File: src/design/dma_arb_cfg.svh
// register indices, field positions, reset values and limits of the channel arbiter
`ifndef DMA_ARB_CFG_SVH
`define DMA_ARB_CFG_SVH
// register indices; byte address is four times the index
`define IDX_CTRL        4'h0
`define IDX_PENDING     4'h1
`define IDX_BUSY        4'h2
`define IDX_ACTIVE      4'h3
`define IDX_CH_ENABLE   4'h4
`define IDX_CH_SUSPEND  4'h5
`define IDX_CH_RESUME   4'h6
`define IDX_CH_LEVEL    4'h7
`define IDX_INT_ENABLE  4'h8
`define IDX_INT_FLAG    4'h9
`define IDX_CH_STATUS   4'hA
`define IDX_DEBUG_HALT  4'hD
// field positions
`define CTRL_SWRST_BIT  0
`define CTRL_LVLEN_LSB  8
`define DBG_RUN_BIT     0
`define HI_FIELD_LSB    8
// reset values
`define RST_LVLEN       4'h0
`define RST_RUN_DBG     1'b0
// limits
`define MAX_CHANNELS    8
`define NUM_LEVELS      4
`endif

File: src/design/dma_arb_pkg.sv
// types shared by the channel arbiter and its surroundings
`default_nettype none
package dma_arb_pkg;
   typedef enum logic [1:0] {
      CMD_DATA  = 2'b00,
      CMD_FETCH = 2'b01,
      CMD_WBACK = 2'b10
   } cmd_kind_t;
   typedef enum logic [1:0] {
      ST_IDLE = 2'b00,
      ST_WAIT = 2'b01
   } eng_state_t;
   typedef struct packed {
      cmd_kind_t  kind;
      logic [2:0] chan;
   } mover_cmd_t;
   typedef struct packed {
      logic valid;
      logic err;
      logic block_done;
      logic desc_valid;
      logic next_null;
   } mover_rsp_t;
   typedef struct packed {
      logic [3:0]  lvlen;
      logic        run_dbg;
      logic [7:0]  en;
      logic [7:0]  suspend_flag;
      logic [7:0]  pend;
      logic [7:0]  busy;
      logic [15:0] lvl;
      logic [7:0]  transfer_error_flag_en;
      logic [7:0]  suspend_flag_en;
      logic [7:0]  transfer_error_flag;
      logic [7:0]  suspf;
      logic [7:0]  fetch_error_bit;
      logic [7:0]  next_null;
      eng_state_t  st;
      cmd_kind_t   kind;
      logic [2:0]  act;
      mover_cmd_t  buf0;
      mover_cmd_t  buf1;
      logic [1:0]  cnt;
      logic        wr_ph;
      logic [3:0]  widx;
      logic [31:0] rdata;
   } arb_state_t;
endpackage
`default_nettype wire

File: src/design/dma_chan_arbiter.sv
// channel arbiter, error handling, descriptor chaining and debug halt of the dma controller
`timescale 1ns/100ps
`default_nettype none
`include "dma_arb_cfg.svh"

// What this block does
// [RQ1] trigger on enabled, unsuspended channel sets its pending bit and queues it
// [RQ2] arbiter picks next channel by scheme; grant clears its pending bit
// [RQ3] first granted transfer sets busy; busy stays set for later grants
// [RQ4] after transfer: requeue keeping busy, or wait/suspend/disable clearing busy
// [RQ5] suspend drops channel from queue keeping pending; resume requeues it
// [RQ6] disabling a pending channel removes it and clears pending
// [RQ7] level executing bit set while a channel of that level pends or transfers
// [RQ8] four priority levels per channel; higher level number wins
// [RQ9] a level takes part in arbitration only when its level enable is set
// [RQ10] bus error disables channel, sets transfer error flag, interrupt if enabled
// [RQ11] on bus error counter is written back undecremented before disabling
// [RQ12] invalid descriptor or null next on resume suspends with flags and interrupt
// [RQ13] blocks chain via next address; null next ends the transaction
// [RQ14] software appends by writing new null-terminated descriptor then relinking
// [RQ15] software enables suspend interrupt and channel before inserting descriptors
// [RQ16] debug run bit 0 halts controller under debug; kept by software reset
// [RQ17] ties within the top enabled level go to the lowest channel number
module dma_chan_arbiter #(
   parameter int NCH = 4
) (
   input  wire logic                    clk_sys,
   input  wire logic                    rst,
   input  wire logic                    hsel,
   input  wire logic [31:0]             haddr,
   input  wire logic [1:0]              htrans,
   input  wire logic                    hwrite,
   input  wire logic [2:0]              hsize,
   input  wire logic [31:0]             hwdata,
   input  wire logic                    hready,
   output logic                         hreadyout,
   output logic                         hresp,
   output logic [31:0]                  hrdata,
   input  wire logic [7:0]              trig,
   input  wire logic                    dbg_halt,
   output logic                         cmd_valid,
   input  wire logic                    cmd_ready,
   output dma_arb_pkg::mover_cmd_t      cmd,
   input  wire dma_arb_pkg::mover_rsp_t rsp,
   output logic                         transfer_error_flag_irq,
   output logic                         suspend_flag_irq
);
   import dma_arb_pkg::*;

   // refuse channel counts the masks and indices cannot serve
   if (NCH < 1 || NCH > `MAX_CHANNELS) begin : g_bad_nch
      $error("NCH must be 1 to 8");
   end

   //--------------------------------------------------------------
   // state
   //--------------------------------------------------------------
   arb_state_t s_ff;
   arb_state_t nxt_s;
   logic [7:0] ch_mask;
   logic [3:0] lvlex;
   logic       halted;
   logic       grant;
   logic [2:0] gch;

   assign ch_mask = 8'(({8'h0, 8'hFF} << NCH) >> 8);
   assign halted  = dbg_halt && !s_ff.run_dbg; // see [RQ16]

   // level executing status from pending and active channels
   always_comb begin
      lvlex = 4'h0;
      for (int c = 0; c < `MAX_CHANNELS; c++) begin
         if ((s_ff.pend[c] && s_ff.en[c] && !s_ff.suspend_flag[c] && ch_mask[c]) ||
             (s_ff.st == ST_WAIT && s_ff.act == 3'(c))) begin
            lvlex[s_ff.lvl[2*c +: 2]] = 1'b1; // see [RQ7]
         end
      end
   end

   // arbiter: highest enabled level, lowest channel inside it
   always_comb begin
      grant = 1'b0;
      gch   = 3'h0;
      for (int l = `NUM_LEVELS - 1; l >= 0; l--) begin
         for (int c = 0; c < `MAX_CHANNELS; c++) begin
            if (!grant && s_ff.lvlen[l] && ch_mask[c] && s_ff.pend[c] && // see [RQ9]
                s_ff.en[c] && !s_ff.suspend_flag[c] && s_ff.lvl[2*c +: 2] == 2'(l)) begin
               grant = 1'b1; // see [RQ8]
               gch   = 3'(c); // see [RQ17]
            end
         end
      end
      if (s_ff.st != ST_IDLE || halted || s_ff.cnt == 2'h2) begin
         grant = 1'b0;
      end
   end

   //--------------------------------------------------------------
   // next state
   //--------------------------------------------------------------
   always_comb begin
      logic       wr;
      logic       push;
      logic       pop;
      mover_cmd_t pcmd;
      logic [7:0] wlo;
      logic [7:0] whi;
      wr   = s_ff.wr_ph;
      push = 1'b0;
      pop  = (s_ff.cnt != 2'h0) && cmd_ready;
      pcmd = '{kind: CMD_DATA, chan: 3'h0};
      wlo  = hwdata[7:0] & ch_mask;
      whi  = hwdata[15:8] & ch_mask;
      nxt_s = s_ff;
      nxt_s.wr_ph = 1'b0;

      // register writes in the data phase
      if (wr) begin
         unique case (s_ff.widx)
            `IDX_CTRL: begin
               nxt_s.lvlen = hwdata[`CTRL_LVLEN_LSB +: 4];
            end
            `IDX_CH_ENABLE: begin
               nxt_s.en   = wlo;
               nxt_s.pend = s_ff.pend & wlo; // see [RQ6]
               nxt_s.busy = s_ff.busy & wlo; // see [RQ4]
            end
            `IDX_CH_SUSPEND: begin
               nxt_s.suspend_flag = s_ff.suspend_flag | wlo; // see [RQ5]
               for (int c = 0; c < `MAX_CHANNELS; c++) begin
                  if (wlo[c] && !(s_ff.st == ST_WAIT && s_ff.act == 3'(c))) begin
                     nxt_s.busy[c] = 1'b0; // see [RQ4]
                  end
               end
            end
            `IDX_CH_RESUME: begin
               for (int c = 0; c < `MAX_CHANNELS; c++) begin
                  if (wlo[c] && s_ff.next_null[c]) begin
                     nxt_s.suspf[c] = 1'b1; // see [RQ12]
                     nxt_s.fetch_error_bit[c]  = 1'b1;
                  end else if (wlo[c]) begin
                     nxt_s.suspend_flag[c] = 1'b0; // see [RQ5]
                     nxt_s.fetch_error_bit[c] = 1'b0;
                  end
               end
            end
            `IDX_CH_LEVEL: begin
               nxt_s.lvl = hwdata[15:0];
            end
            `IDX_INT_ENABLE: begin
               nxt_s.transfer_error_flag_en = wlo;
               nxt_s.suspend_flag_en = whi;
            end
            `IDX_INT_FLAG: begin
               nxt_s.transfer_error_flag  = s_ff.transfer_error_flag & ~wlo;
               nxt_s.suspf = s_ff.suspf & ~whi;
            end
            `IDX_DEBUG_HALT: begin
               nxt_s.run_dbg = hwdata[`DBG_RUN_BIT];
            end
            default: begin
            end
         endcase
      end

      // grant starts one transfer of the chosen channel
      if (grant) begin
         nxt_s.pend[gch] = 1'b0; // see [RQ2]
         nxt_s.busy[gch] = 1'b1; // see [RQ3]
         nxt_s.act       = gch;
         nxt_s.kind      = CMD_DATA;
         nxt_s.st        = ST_WAIT;
         push            = 1'b1;
         pcmd            = '{kind: CMD_DATA, chan: gch};
      end

      // answer from the mover ends the outstanding command
      if (s_ff.st == ST_WAIT && rsp.valid) begin
         nxt_s.st = ST_IDLE;
         unique case (s_ff.kind)
            CMD_DATA: begin
               if (rsp.err) begin
                  nxt_s.transfer_error_flag[s_ff.act] = 1'b1; // see [RQ10]
                  nxt_s.kind = CMD_WBACK;      // see [RQ11]
                  nxt_s.st   = ST_WAIT;
                  push       = 1'b1;
                  pcmd       = '{kind: CMD_WBACK, chan: s_ff.act};
               end else if (!rsp.block_done) begin
                  nxt_s.pend[s_ff.act] = 1'b1; // see [RQ4]
               end else if (s_ff.next_null[s_ff.act]) begin
                  nxt_s.busy[s_ff.act] = 1'b0; // see [RQ13]
               end else begin
                  nxt_s.kind = CMD_FETCH; // see [RQ13]
                  nxt_s.st   = ST_WAIT;
                  push       = 1'b1;
                  pcmd       = '{kind: CMD_FETCH, chan: s_ff.act};
               end
            end
            CMD_FETCH: begin
               nxt_s.busy[s_ff.act] = 1'b0;
               if (!rsp.desc_valid) begin
                  nxt_s.suspend_flag[s_ff.act]  = 1'b1; // see [RQ12]
                  nxt_s.suspf[s_ff.act] = 1'b1;
                  nxt_s.fetch_error_bit[s_ff.act]  = 1'b1;
               end else begin
                  nxt_s.next_null[s_ff.act] = rsp.next_null;
               end
            end
            CMD_WBACK: begin
               nxt_s.en[s_ff.act]   = 1'b0; // see [RQ10]
               nxt_s.pend[s_ff.act] = 1'b0;
               nxt_s.busy[s_ff.act] = 1'b0;
            end
            default: begin
               nxt_s.st = ST_IDLE;
            end
         endcase
      end

      // triggers after grant and answers so a set wins over the grant's same-cycle clear; a software reset still clears it
      for (int c = 0; c < `MAX_CHANNELS; c++) begin
         if (trig[c] && ch_mask[c] && nxt_s.en[c] && !nxt_s.suspend_flag[c]) begin
            nxt_s.pend[c] = 1'b1; // see [RQ1]
         end
      end

      // two-entry command buffer; a full buffer holds off the arbiter
      if (pop) begin
         nxt_s.buf0 = s_ff.buf1;
      end
      if (push) begin
         if ((s_ff.cnt == 2'h0) || (s_ff.cnt == 2'h1 && pop)) begin
            nxt_s.buf0 = pcmd;
         end else begin
            nxt_s.buf1 = pcmd;
         end
      end
      nxt_s.cnt = 2'(s_ff.cnt + {1'b0, push} - {1'b0, pop});

      // address phase of the register bus
      if (hsel && htrans[1] && hready) begin
         nxt_s.wr_ph = hwrite;
         nxt_s.widx  = haddr[5:2];
         unique case (haddr[5:2])
            `IDX_CTRL:       nxt_s.rdata = {20'h0, s_ff.lvlen, 8'h0};
            `IDX_PENDING:    nxt_s.rdata = {24'h0, s_ff.pend};
            `IDX_BUSY:       nxt_s.rdata = {24'h0, s_ff.busy};
            `IDX_ACTIVE:     nxt_s.rdata = {28'h0, lvlex};
            `IDX_CH_ENABLE:  nxt_s.rdata = {24'h0, s_ff.en};
            `IDX_CH_SUSPEND: nxt_s.rdata = {24'h0, s_ff.suspend_flag};
            `IDX_CH_LEVEL:   nxt_s.rdata = {16'h0, s_ff.lvl};
            `IDX_INT_ENABLE: nxt_s.rdata = {16'h0, s_ff.suspend_flag_en, s_ff.transfer_error_flag_en};
            `IDX_INT_FLAG:   nxt_s.rdata = {16'h0, s_ff.suspf, s_ff.transfer_error_flag};
            `IDX_CH_STATUS:  nxt_s.rdata = {16'h0, s_ff.suspend_flag, s_ff.fetch_error_bit};
            `IDX_DEBUG_HALT: nxt_s.rdata = {31'h0, s_ff.run_dbg};
            default:         nxt_s.rdata = 32'h0;
         endcase
      end

      // software reset returns everything except the debug run bit
      if (wr && s_ff.widx == `IDX_CTRL && hwdata[`CTRL_SWRST_BIT]) begin
         nxt_s         = '0;
         nxt_s.lvlen   = `RST_LVLEN;
         nxt_s.run_dbg = s_ff.run_dbg; // see [RQ16]
         nxt_s.st      = ST_IDLE;
         nxt_s.kind    = CMD_DATA;
      end
   end

   // state register
   always_ff @(posedge clk_sys) begin
      if (rst) begin
         s_ff         <= '0;
         s_ff.lvlen   <= `RST_LVLEN;
         s_ff.run_dbg <= `RST_RUN_DBG;
      end else begin
         s_ff <= nxt_s;
      end
   end

   //--------------------------------------------------------------
   // outputs
   //--------------------------------------------------------------
   assign hreadyout = 1'b1; // zero wait states
   assign hresp     = 1'b0; // always okay
   assign hrdata    = s_ff.rdata;
   assign cmd_valid = (s_ff.cnt != 2'h0);
   assign cmd       = s_ff.buf0;
   assign transfer_error_flag_irq  = |(s_ff.transfer_error_flag & s_ff.transfer_error_flag_en);  // see [RQ10]
   assign suspend_flag_irq  = |(s_ff.suspf & s_ff.suspend_flag_en); // see [RQ12]

   logic data_rsp;
   assign data_rsp = s_ff.st == ST_WAIT && rsp.valid && s_ff.kind == CMD_DATA;
endmodule
`default_nettype wire

File: config.mk
export PLATFORM = sky130hd
export DESIGN_NAME = dma_chan_arbiter
export DESIGN_NICKNAME = d
export VERILOG_FILES = /design/src/design/dma_arb_pkg.sv /design/src/design/dma_chan_arbiter.sv
export VERILOG_INCLUDE_DIRS = /design/src /design/src/design
export SDC_FILE = /design/constraint.sdc
export NUM_CORES = 1
export LEC_CHECK = 0
export BUFFER_PORTS_ARGS = -buffer_cell sky130_fd_sc_hd__buf_2
export CELL_PAD_IN_SITES_DETAIL_PLACEMENT = 1
export CELL_PAD_IN_SITES_GLOBAL_PLACEMENT = 1
export CORE_ASPECT_RATIO = 2
export CORE_MARGIN = 1
export CORE_UTILIZATION = 37
export CTS_BUF_LIST = sky130_fd_sc_hd__clkbuf_8 sky130_fd_sc_hd__clkbuf_16
export DETAILED_ROUTE_END_ITERATION = 8
export MAX_ROUTING_LAYER = met4
export PLACE_DENSITY = 0.73
export SKIP_LAST_GASP = 1
export SYNTH_ARGS = -nofsm -noshare
export SYNTH_HDL_FRONTEND = slang
export SYNTH_SLANG_ARGS = --single-unit
File: constraint.sdc
create_clock -name clk_sys -period 6.3 [get_ports clk_sys]
set_clock_uncertainty 0.15 [all_clocks]
set_input_delay 1.26 -clock clk_sys [delete_from_list [all_inputs] [get_ports clk_sys]]
set_output_delay 1.26 -clock clk_sys [all_outputs]
set_load 0.005 [all_outputs]
; ---- Word level (Yosys, flattened, before mapping)
; Index checks and enable logic that the tools add are counted.
[totals]
reg_bits = 149
out_inout_bits = 42
latchBits = 0
mem_bits_ro = 0
mem_bits_rw = 0
inputBits = 89
memories = 0
[op_classes]
bitwise_logic = 31
n_div = 0
reduce_logical = 187
multipliers = 0
n_eq_ne = 41
mux = 141
shifts = 0
add_sub_neg = 2
magnitude_cmp = 20
[ops]
columns = cell, count
row1 = $pmux 16 s11, 1
row2 = $logic_and 1x1->1, 129
row3 = $mux 8, 12
row4 = $mux 88, 1
row5 = $pmux 8 s2, 5
row6 = $mux 16, 4
row7 = $mux 1, 63
row8 = $and 8x8->8, 6
row9 = $or 8x8->8, 6
row10 = $mux 3, 14
row11 = $mux 5, 8
row12 = $mux 36, 1
row13 = $mux 4, 9
row14 = $and 8x4->8, 4
row15 = $mux 32, 1
row16 = $eq 4x3->1 const B, 7
row17 = $eq 4x4->1 const B, 7
row18 = $logic_not 1->1, 28
row19 = $or 4x4->4, 7
row20 = $lt 2x3->1 const B, 8
row21 = $mux 24, 1
row22 = $eq 2x2->1 const B, 10
row23 = $demux 1 s2, 8
row24 = $ge 2x1->1 const B, 8
row25 = 31 further kinds, 74

; ---- Logic depth before layout (Yosys ltp)
; Gate-level depths: netlist of run 1.
[logic_depth]
depth_word = 126
depth_mapped = 13
depth_no_buf = 12

; ---- Worst setup path after synthesis of run 1
; Ideal clock, no wire load.
[synth_timing]
path_type = input -> register
startpoint = input dbg_halt
endpoint = register s_ff[38] in the netlist's numbering
slack_ns = 2.893
path_stages = 9
arrival_time_ns = 3.140
setup_time_ns = 0.117
path_cell_list = a221oi_1 > o31a_1 > nor2_1 > ha_1 > inv_1 > ha_1 > xor2_1 > xnor2_1 > nor2_1
[synth_via]
elab_chain_len = 12
[synth_rtl]
columns = element, line
row1 = "start, declared", dma_chan_arbiter.sv:40  ; input wire logic dbg_halt,
row2 = $logic_and 1x1->1 *, dma_chan_arbiter.sv:67  ; assign halted = dbg_halt && !s_ff.run_dbg;
row3 = $logic_or 1x1->1 * (2 in a row), dma_chan_arbiter.sv:93  ; if (s_ff.st != ST_IDLE || halted || s_ff.cnt == 2'h2) begin
row4 = $mux 1 *, dma_chan_arbiter.sv:93
row5 = $mux 1 *, dma_chan_arbiter.sv:167  ; if (grant) begin
row6 = $mux 1, dma_chan_arbiter.sv:190  ; end else if (s_ff.next_null[s_ff.act]) begin
row7 = $mux 1, dma_chan_arbiter.sv:188  ; end else if (!rsp.block_done) begin
row8 = $mux 1, dma_chan_arbiter.sv:182  ; if (rsp.err) begin
row9 = $mux 1, dma_chan_arbiter.sv:180  ; unique case (s_ff.kind)
row10 = $mux 1 *, dma_chan_arbiter.sv:178  ; if (s_ff.st == ST_WAIT && rsp.valid) begin
row11 = $add 2x1->2 *, dma_chan_arbiter.sv:238  ; nxt_s.cnt = 2'(s_ff.cnt + {1'b0, push} - {1'b0, pop});
row12 = $sub 2x1->2 *, dma_chan_arbiter.sv:238
row13 = "end signal, assigned", dma_chan_arbiter.sv:277  ; s_ff <= nxt_s;
row14 = "end, declared", dma_chan_arbiter.sv:58  ; arb_state_t s_ff;
; Mark *: on every way between the ends. The rest lies on a longest branch, timed or not.
; A chain may end at the register's enable or synchronous reset.

; ---- Worst setup path in the final report of run 1
; Ends and elaborated chain as after synthesis.

==> results.md, run 1 <==
• **critical path cell sequence** buf_2, a221oi_1, o31a_1, nor2_1, ha_1, inv_1, ha_1, xor2_1, xnor2_1, nor2_1
• **register area** 1960 um2
• **# fillers** 1877
• **wirelength, routed** 20.0 mm
• **synthesized-area fraction occupied by adder cells** 1.30%
• **count of port buffers added during placement** 60
• **reg2reg start** s_ff[32]
• **unrepaired setup endpoints after global routing** false
• **Placement Cell Area** 5920 um2
• **remaining max-slew budget at the tightest pin** 9.74%
• **static leakage** 2.36 nW
• **timing-limited maximum frequency** 288 MHz
• **number of sinks handled by clock tree synthesis** 98
• **number of gates resized after CTS** 0
• **final total negative setup slack** 0 ns
• **fraction of layout instances using a drive strength above 1** 13.6%
• **starting density of the core** 37.8%
• **top cell types by occurrence after synthesis** nand2_1, dfxtp_1, nor2_1, a21oi_1, buf_4
• **critical path launch point type** input port
• **Iter 0 DRT Violations** 183
• **worst hold path startpoint** hrdata[1]
• **most numerous cell in the Yosys netlist** nand2_1
• **buffer type at the clock tree root** clkbuf_16
• **CTS Hold Buffers Added** 0
• **number of flops mapped to enable cells by yosys** 0
• **basic-gate share of the synthesized area counting and, or, nand and nor cells** 25.0%
• **Rows** 64
• **Post-Syn Area** 5780 um2
• **area enclosed by the die boundary** 16200 um2
• **xor-xnor portion of the synthesized cell area** 0.303%
• **Crit Path Category** input port to register
• **CP Max Fanout** 7
• **standard cell with the maximum stage delay on the critical path** a221oi_1
• **Tmin final** 3.48 ns
• **Worst Max-Slew Pin Slew** 1.34 ns
• **Buf/Inv on CP** 2
• **number of optimization iterations in the first detailed-route pass** 4
• **Synth area leader** dfxtp_1
• **clock tree buffer depth** 2
• **class of the most critical hold timing path** register to register
• **number of standard cells after synthesis** 734
• **CP peak stage delay** 0.85 ns
• **final worst hold slack** 0.305 ns
• **final std cell area, no fill** 6270 um2
• **post-route DRC violation count** 0
• **power per cell area** 214 nW/um2
• **Hold Vio Cnt, Final** 0
• **vias in the first global route** 5837
• **fraction of the cycle the final worst path needs** 55.2%
• **remaining global-route overflow** 0
• **launch point of the critical path** dbg_halt
• **data arrival time at the worst-slack endpoint** 3.54 ns
• **share of flip-flops with an asynchronous set or reset after synthesis** 0%
• **biggest area contributors in the synthesized netlist** dfxtp_1, nand2_1, buf_4
• **Vias/cell** 5.88
• **placer's final routability congestion estimate** 0.932
• **die outline height** 179 um
• **core region area** 15300 um2
• **gate family responsible for the most delay along the worst path** compound AO/OA/AOI/OAI gates
• **data required time at the worst endpoint** 6.37 ns
• **Layout area overhead** 8.47%
• **worst IR drop on VDD** 0.129 mV
• **synthesized area per cell** 7.87 um2
• **most frequently used flop master after synthesis** dfxtp_1
• **number of levels in the clock H-tree** 3
• **area of the multi-input gates** 3320 um2
• **combinational family with the most area after synthesis** simple AND/OR/NAND/NOR gates
• **die extent in x** 90.4 um
• **distinct cell type count of the synthesized netlist** 76
• **via count** 5529
• **All-Layer GR Usage** 26.0%
• **post-CTS setup-driven buffer insertion count** 0
• **synthesis warning total** 0
• **wire length of the first global-routing pass** 31.2 mm
• **number of antenna violations at the first check in global routing** 0
• **final setup vio count** 0
• **latest clock arrival within the worst-skew pair** 0.35 ns
• **share of the synthesized area in compound gates (AO/OA/AOI/OAI)** 23.9%
• **Worst-path clk slew** 0.07 ns
• **status** finished clean
• **net count reported at finish** 832
• **number of pins exceeding their max-slew limit in the final report** 0
• **Detail Placement HPWL** 15.5 mm
• **element type at the critical path end** register
• **number of violations of the max-capacitance limit** 0
• **CTS tree** built
• **number of buffers created by CTS** 9
• **mean routed wirelength per cell** 21.3 um
• **remaining antenna violation count** 0
• **share of Yosys cell area claimed by the top area cell type** 34.0%
• **fraction of the yosys area taken by sequential cells** 34.0%
• **number of synthesized register bits** 98
• **fraction of synthesized area in multiplexers** 5.70%
• **maximum number of pins on one net before global-route repair** 49
• **Antenna Diode Count** 0
• **num ports** 131
-- worst paths after layout --
kind	end	slack, ns	depth (start not counted)
hold / removal	hrdata[1]	0.30	2
setup / recovery	s_ff[38]	2.82	10
setup reg to reg	s_ff[129]	3.06	5
hold reg to reg	hrdata[1]	0.30	2
-- cells by family (layout without fill, tap and decap cells) --
family                   after synthesis  count (layout)
AO/OA/AOI/OAI                        197             197
buffers and inverters                106              98
AND/OR/NAND/NOR                      292             292
other                                  2              18
adder cells (fa/ha/maj)                6               6
XOR/XNOR                               2               2
multiplexers                          31              31
flip-flops                            98              98
-- worst register-to-register path, delay by kind of cell, from the launching register on --
family | cells | cell delay (ns)
AND/OR/NAND/NOR | 2 | 0.98
flip-flops | 1 | 0.49
AO/OA/AOI/OAI | 2 | 0.94
buffers and inverters | 1 | 0.58
-- power breakdown --
group	switching [mW]	internal [mW]
registers	0.00416	0.620
clock network	0.253	0.400
logic	0.0482	0.0176
total	0.305	1.04
-- registers in the layout, indices dropped and copies added (netlist names) --
name	flops
s_ff	77
hrdata	16
cmd	5
-- metal layers --
layer	wire (um)	vias to the layer above	global-route usage, %	share of wire, %
li1	-	2578	-	-
met1	7060	2695	23.7	35
met2	10600	171	47.1	53
met3	691	85	3.52	3.5
met4	1680	0	22.6	8.4
met5	0	-	-	0
-- through the flow --
step | instances | util, % | total power, mW | setup WS [ns]
2_1_floorplan | 750 | - | 0.684 | 2.89
5_1_grt | 940 | 41.0 | 1.38 | 2.66
6_report | 940 | 41.0 | 1.34 | 2.82
3_3_place_gp | 924 | 38.7 | 0.702 | 2.57
3_5_place_dp | 924 | 38.7 | 0.704 | 2.44
4_1_cts | 940 | 41.0 | 1.35 | 2.82
-- cell type report --
| class | count | area share, % |
|---|---|---|
| multi-input cells | 546 | 52.9 |
| repair buffers | 62 | 5.03 |
| clock inverters | 6 | 1.78 |
| flip-flops and latches | 98 | 31.3 |
| well taps | 198 | 3.95 |
| clock buffers | 10 | 3.81 |
| inverters | 20 | 1.20 |
-- cells in the final DEF, fill, tap and decap left out, types with 4 or more instances in the layout --
master     Yosys  routed
and3_1         5       5
mux2i_1       25      25
nand2_1      103     103
nor2b_1       10      10
conb_1         2      18
clkbuf_16      0       9
a22oi_1       26      26
nand2b_1      10      10
inv_1         20      20
buf_2          7      60
a211oi_1       7       7
a32oi_1       12      12
o32ai_1        6       6
o22ai_1        4       4
a221oi_1       6       6
dfxtp_1       98      98
and3b_1        4       4
ha_1           6       6
nand3b_1       6       6
o211ai_1       5       5
and2_1         8       8
nor3_1        10      10
nor2_1        78      78
a32o_1         7       7
o21ai_0       24      24
nand4_1        5       5
nand3_1       28      28
nor3b_1        4       4
mux2_2         5       5
a21o_1         6       5
a21oi_1       58      58
No activity file was read; power rests on OpenSTA's default activity.
==> inputs of run 2 (changes only) <==
Settings changed: CORE_UTILIZATION 37 to 36, PLACE_DENSITY 0.73 to 0.74.
Clock period 6.3 ns to 3.1 ns, I/O delays scaled along.
==> run 2 against run 1 <==
Effect of this change:
- clock-buffer cell count unchanged
- global-route usage up 1.2 points
- clock power up 110%
- first-iteration DRC count increased by 47%
- highest routed layer unchanged
- critical path depth rose by 2
- cell count is 3.5% higher
- sequential cell count stayed put
==> results.md, run 2 (same netlist as run 1, synthesis figures left out) <==
• **number of levels in the clock H-tree** 3, unchanged
• **number of pins exceeding their max-slew limit in the final report** 0, unchanged
• **fraction of layout instances using a drive strength above 1** 17.0%, +3.4 points
• **maximum number of pins on one net before global-route repair** 62, +27%
• **data arrival time at the worst-slack endpoint** 2.98 ns, -0.56 ns
• **Crit Path Category** register to register
• **worst IR drop on VDD** 0.276 mV, +110%
• **data required time at the worst endpoint** 3.17 ns, -3.20 ns
• **Tmin final** 2.91 ns
• **wirelength, routed** 21.4 mm, +7.0%
• **number of violations of the max-capacitance limit** 0, unchanged
• **fraction of the cycle the final worst path needs** 93.7%
• **status** finished clean
• **max FFs per register** 77, unchanged
• **post-placement worst setup slack** 0.199 ns, -2.24 ns
• **remaining antenna violation count** 0, unchanged
• **critical path launch point type** register
• **element type at the critical path end** register
• **power per cell area** 423 nW/um2, +97%
• **Layout area overhead** 12.7%
• **launch point of the critical path** s_ff[155]
• **Hold Vio Cnt, Final** 0, unchanged
• **Vias/cell** 5.91, +0.40%
• **via count** 5746, +3.9%
• **count of port buffers added during placement** 60, unchanged
• **num ports** 131, unchanged
• **vias in the first global route** 6069, +4.0%
• **Iter 0 DRT Violations** 269, +47%
• **most flop-heavy register** s_ff
• **Overall Power** 2.75 mW, +110%
• **final total negative setup slack** 0 ns, unchanged
• **remaining max-slew budget at the tightest pin** 34.0%, +24 points
• **mean routed wirelength per cell** 22.0 um, +3.4%
• **# fillers** 1938, +3.2%
• **placer's final routability congestion estimate** 0.902, -3.2%
• **number of antenna violations at the first check in global routing** 0, unchanged
• **class of the most critical hold timing path** register to register
• **reg2reg start** s_ff[155]
• **starting density of the core** 36.8%, -0.97 points
• **number of buffers created by CTS** 9, unchanged
• **All-Layer GR Usage** 27.1%, +1.2 points
• **number of optimization iterations in the first detailed-route pass** 5, +1
• **die outline height** 181 um, +1.4%
• **CP Max Fanout** 6, -1
• **clock tree buffer depth** 2, unchanged
• **area enclosed by the die boundary** 16600 um2, +2.7%
• **crit path setup slack, layout** 0.194 ns, -2.63 ns
• **unrepaired setup endpoints after global routing** false
• **area of the multi-input gates** 3320 um2, unchanged
• **number of gates resized after CTS** 0, unchanged
• **register area** 1960 um2, unchanged
• **wire length of the first global-routing pass** 33.3 mm, +6.9%
• **worst hold path startpoint** hrdata[0]
• **Worst-path clk slew** 0.07 ns, about the same
• **static leakage** 2.53 nW, +7.0%
• **buffer type at the clock tree root** clkbuf_16
• **most used cells in the layout excluding fill and tap cells** nand2_1, dfxtp_1, nor2_1, buf_2, a21oi_1
• **remaining global-route overflow** 0, unchanged
• **Rows** 65, +1.6%
• **die extent in x** 91.6 um, +1.3%
• **post-route DRC violation count** 0, unchanged
• **Detail Placement HPWL** 16.6 mm, +7.4%
• **post-CTS setup-driven buffer insertion count** 0, unchanged
• **Antenna Diode Count** 0, unchanged
• **Worst Max-Slew Pin Slew** 0.983 ns, -0.361 ns
• **final setup vio count** 0, unchanged
• **CTS Hold Buffers Added** 0, unchanged
• **core region area** 15700 um2, +2.6%
• **number of sinks handled by clock tree synthesis** 98, unchanged
• **most common library cell in the layout ignoring fill and taps** nand2_1
• **timing-limited maximum frequency** 344 MHz
• **CTS tree** built
• **net count reported at finish** 862, +3.6%
• **latest clock arrival within the worst-skew pair** 0.36 ns, about the same
[run 2: cell count changes in the layout (fill, tap and decap cells not counted)]
cell,previous run,this run
clkinv_4,0,1
buf_4,2,31
clkinvlp_4,1,0
buf_12,0,1
[run 2: layout make-up]
type / count / share of cell area, %
multi-input cells: 546 / 51.0
clock inverters: 6 / 1.73
repair buffers: 92 / 8.50
well taps: 201 / 3.86
flip-flops and latches: 98 / 30.1
clock buffers: 10 / 3.67
inverters: 20 / 1.15
[run 2: worst max-delay path, cell delays in order (launching register included)]
cell	delay, ns
dfxtp_1	0.44
nor2b_1	0.22
a2bb2o_2	0.30
nor3_4	0.19
nand4_4	0.13
o31a_1	0.39
nor2_1	0.14
ha_1	0.23
inv_1	0.05
ha_1	0.14
xor2_1	0.19
xnor2_1	0.14
nor2_1	0.05
[run 2: layer usage]
layer | part of all wire (%) | up-vias | GRT usage, %
met5 | 0 | - | -
met4 | 7.3 | 0 | 19.6
met3 | 3.2 | 88 | 3.49
met2 | 55 | 182 | 50.9
met1 | 35 | 2834 | 24.3
li1 | - | 2642 | -
[run 2: worst paths after layout]
path / endpoint / slack [ns] / cells past startpoint
hold reg to reg: hrdata[0] / 0.31 / 2
setup reg to reg: s_ff[38] / 0.19 / 12
hold / removal: hrdata[0] / 0.31 / 2
setup / recovery: s_ff[38] / 0.19 / 12
[run 2: through the flow]
stage	instance area (um2)	hold slack (ns)	cells	utilization [%]
after floorplan	5840	0.272	750	-
after global placement	6160	0.277	957	39.2
after detailed placement	6160	0.304	957	39.2
after CTS	6510	0.312	973	41.5
after global routing	6510	0.334	973	41.5
final	6510	0.308	973	41.5
[run 2: where the power goes]
| group | leakage, nW | total (mW) | internal, mW | switching, mW |
|---|---|---|---|---|
| registers | 0.789 | 1.27 | 1.26 | 0.00606 |
| logic | 1.57 | 0.144 | 0.0416 | 0.103 |
| clock network | 0.173 | 1.34 | 0.815 | 0.528 |
| total | 2.53 | 2.75 | 2.12 | 0.636 |
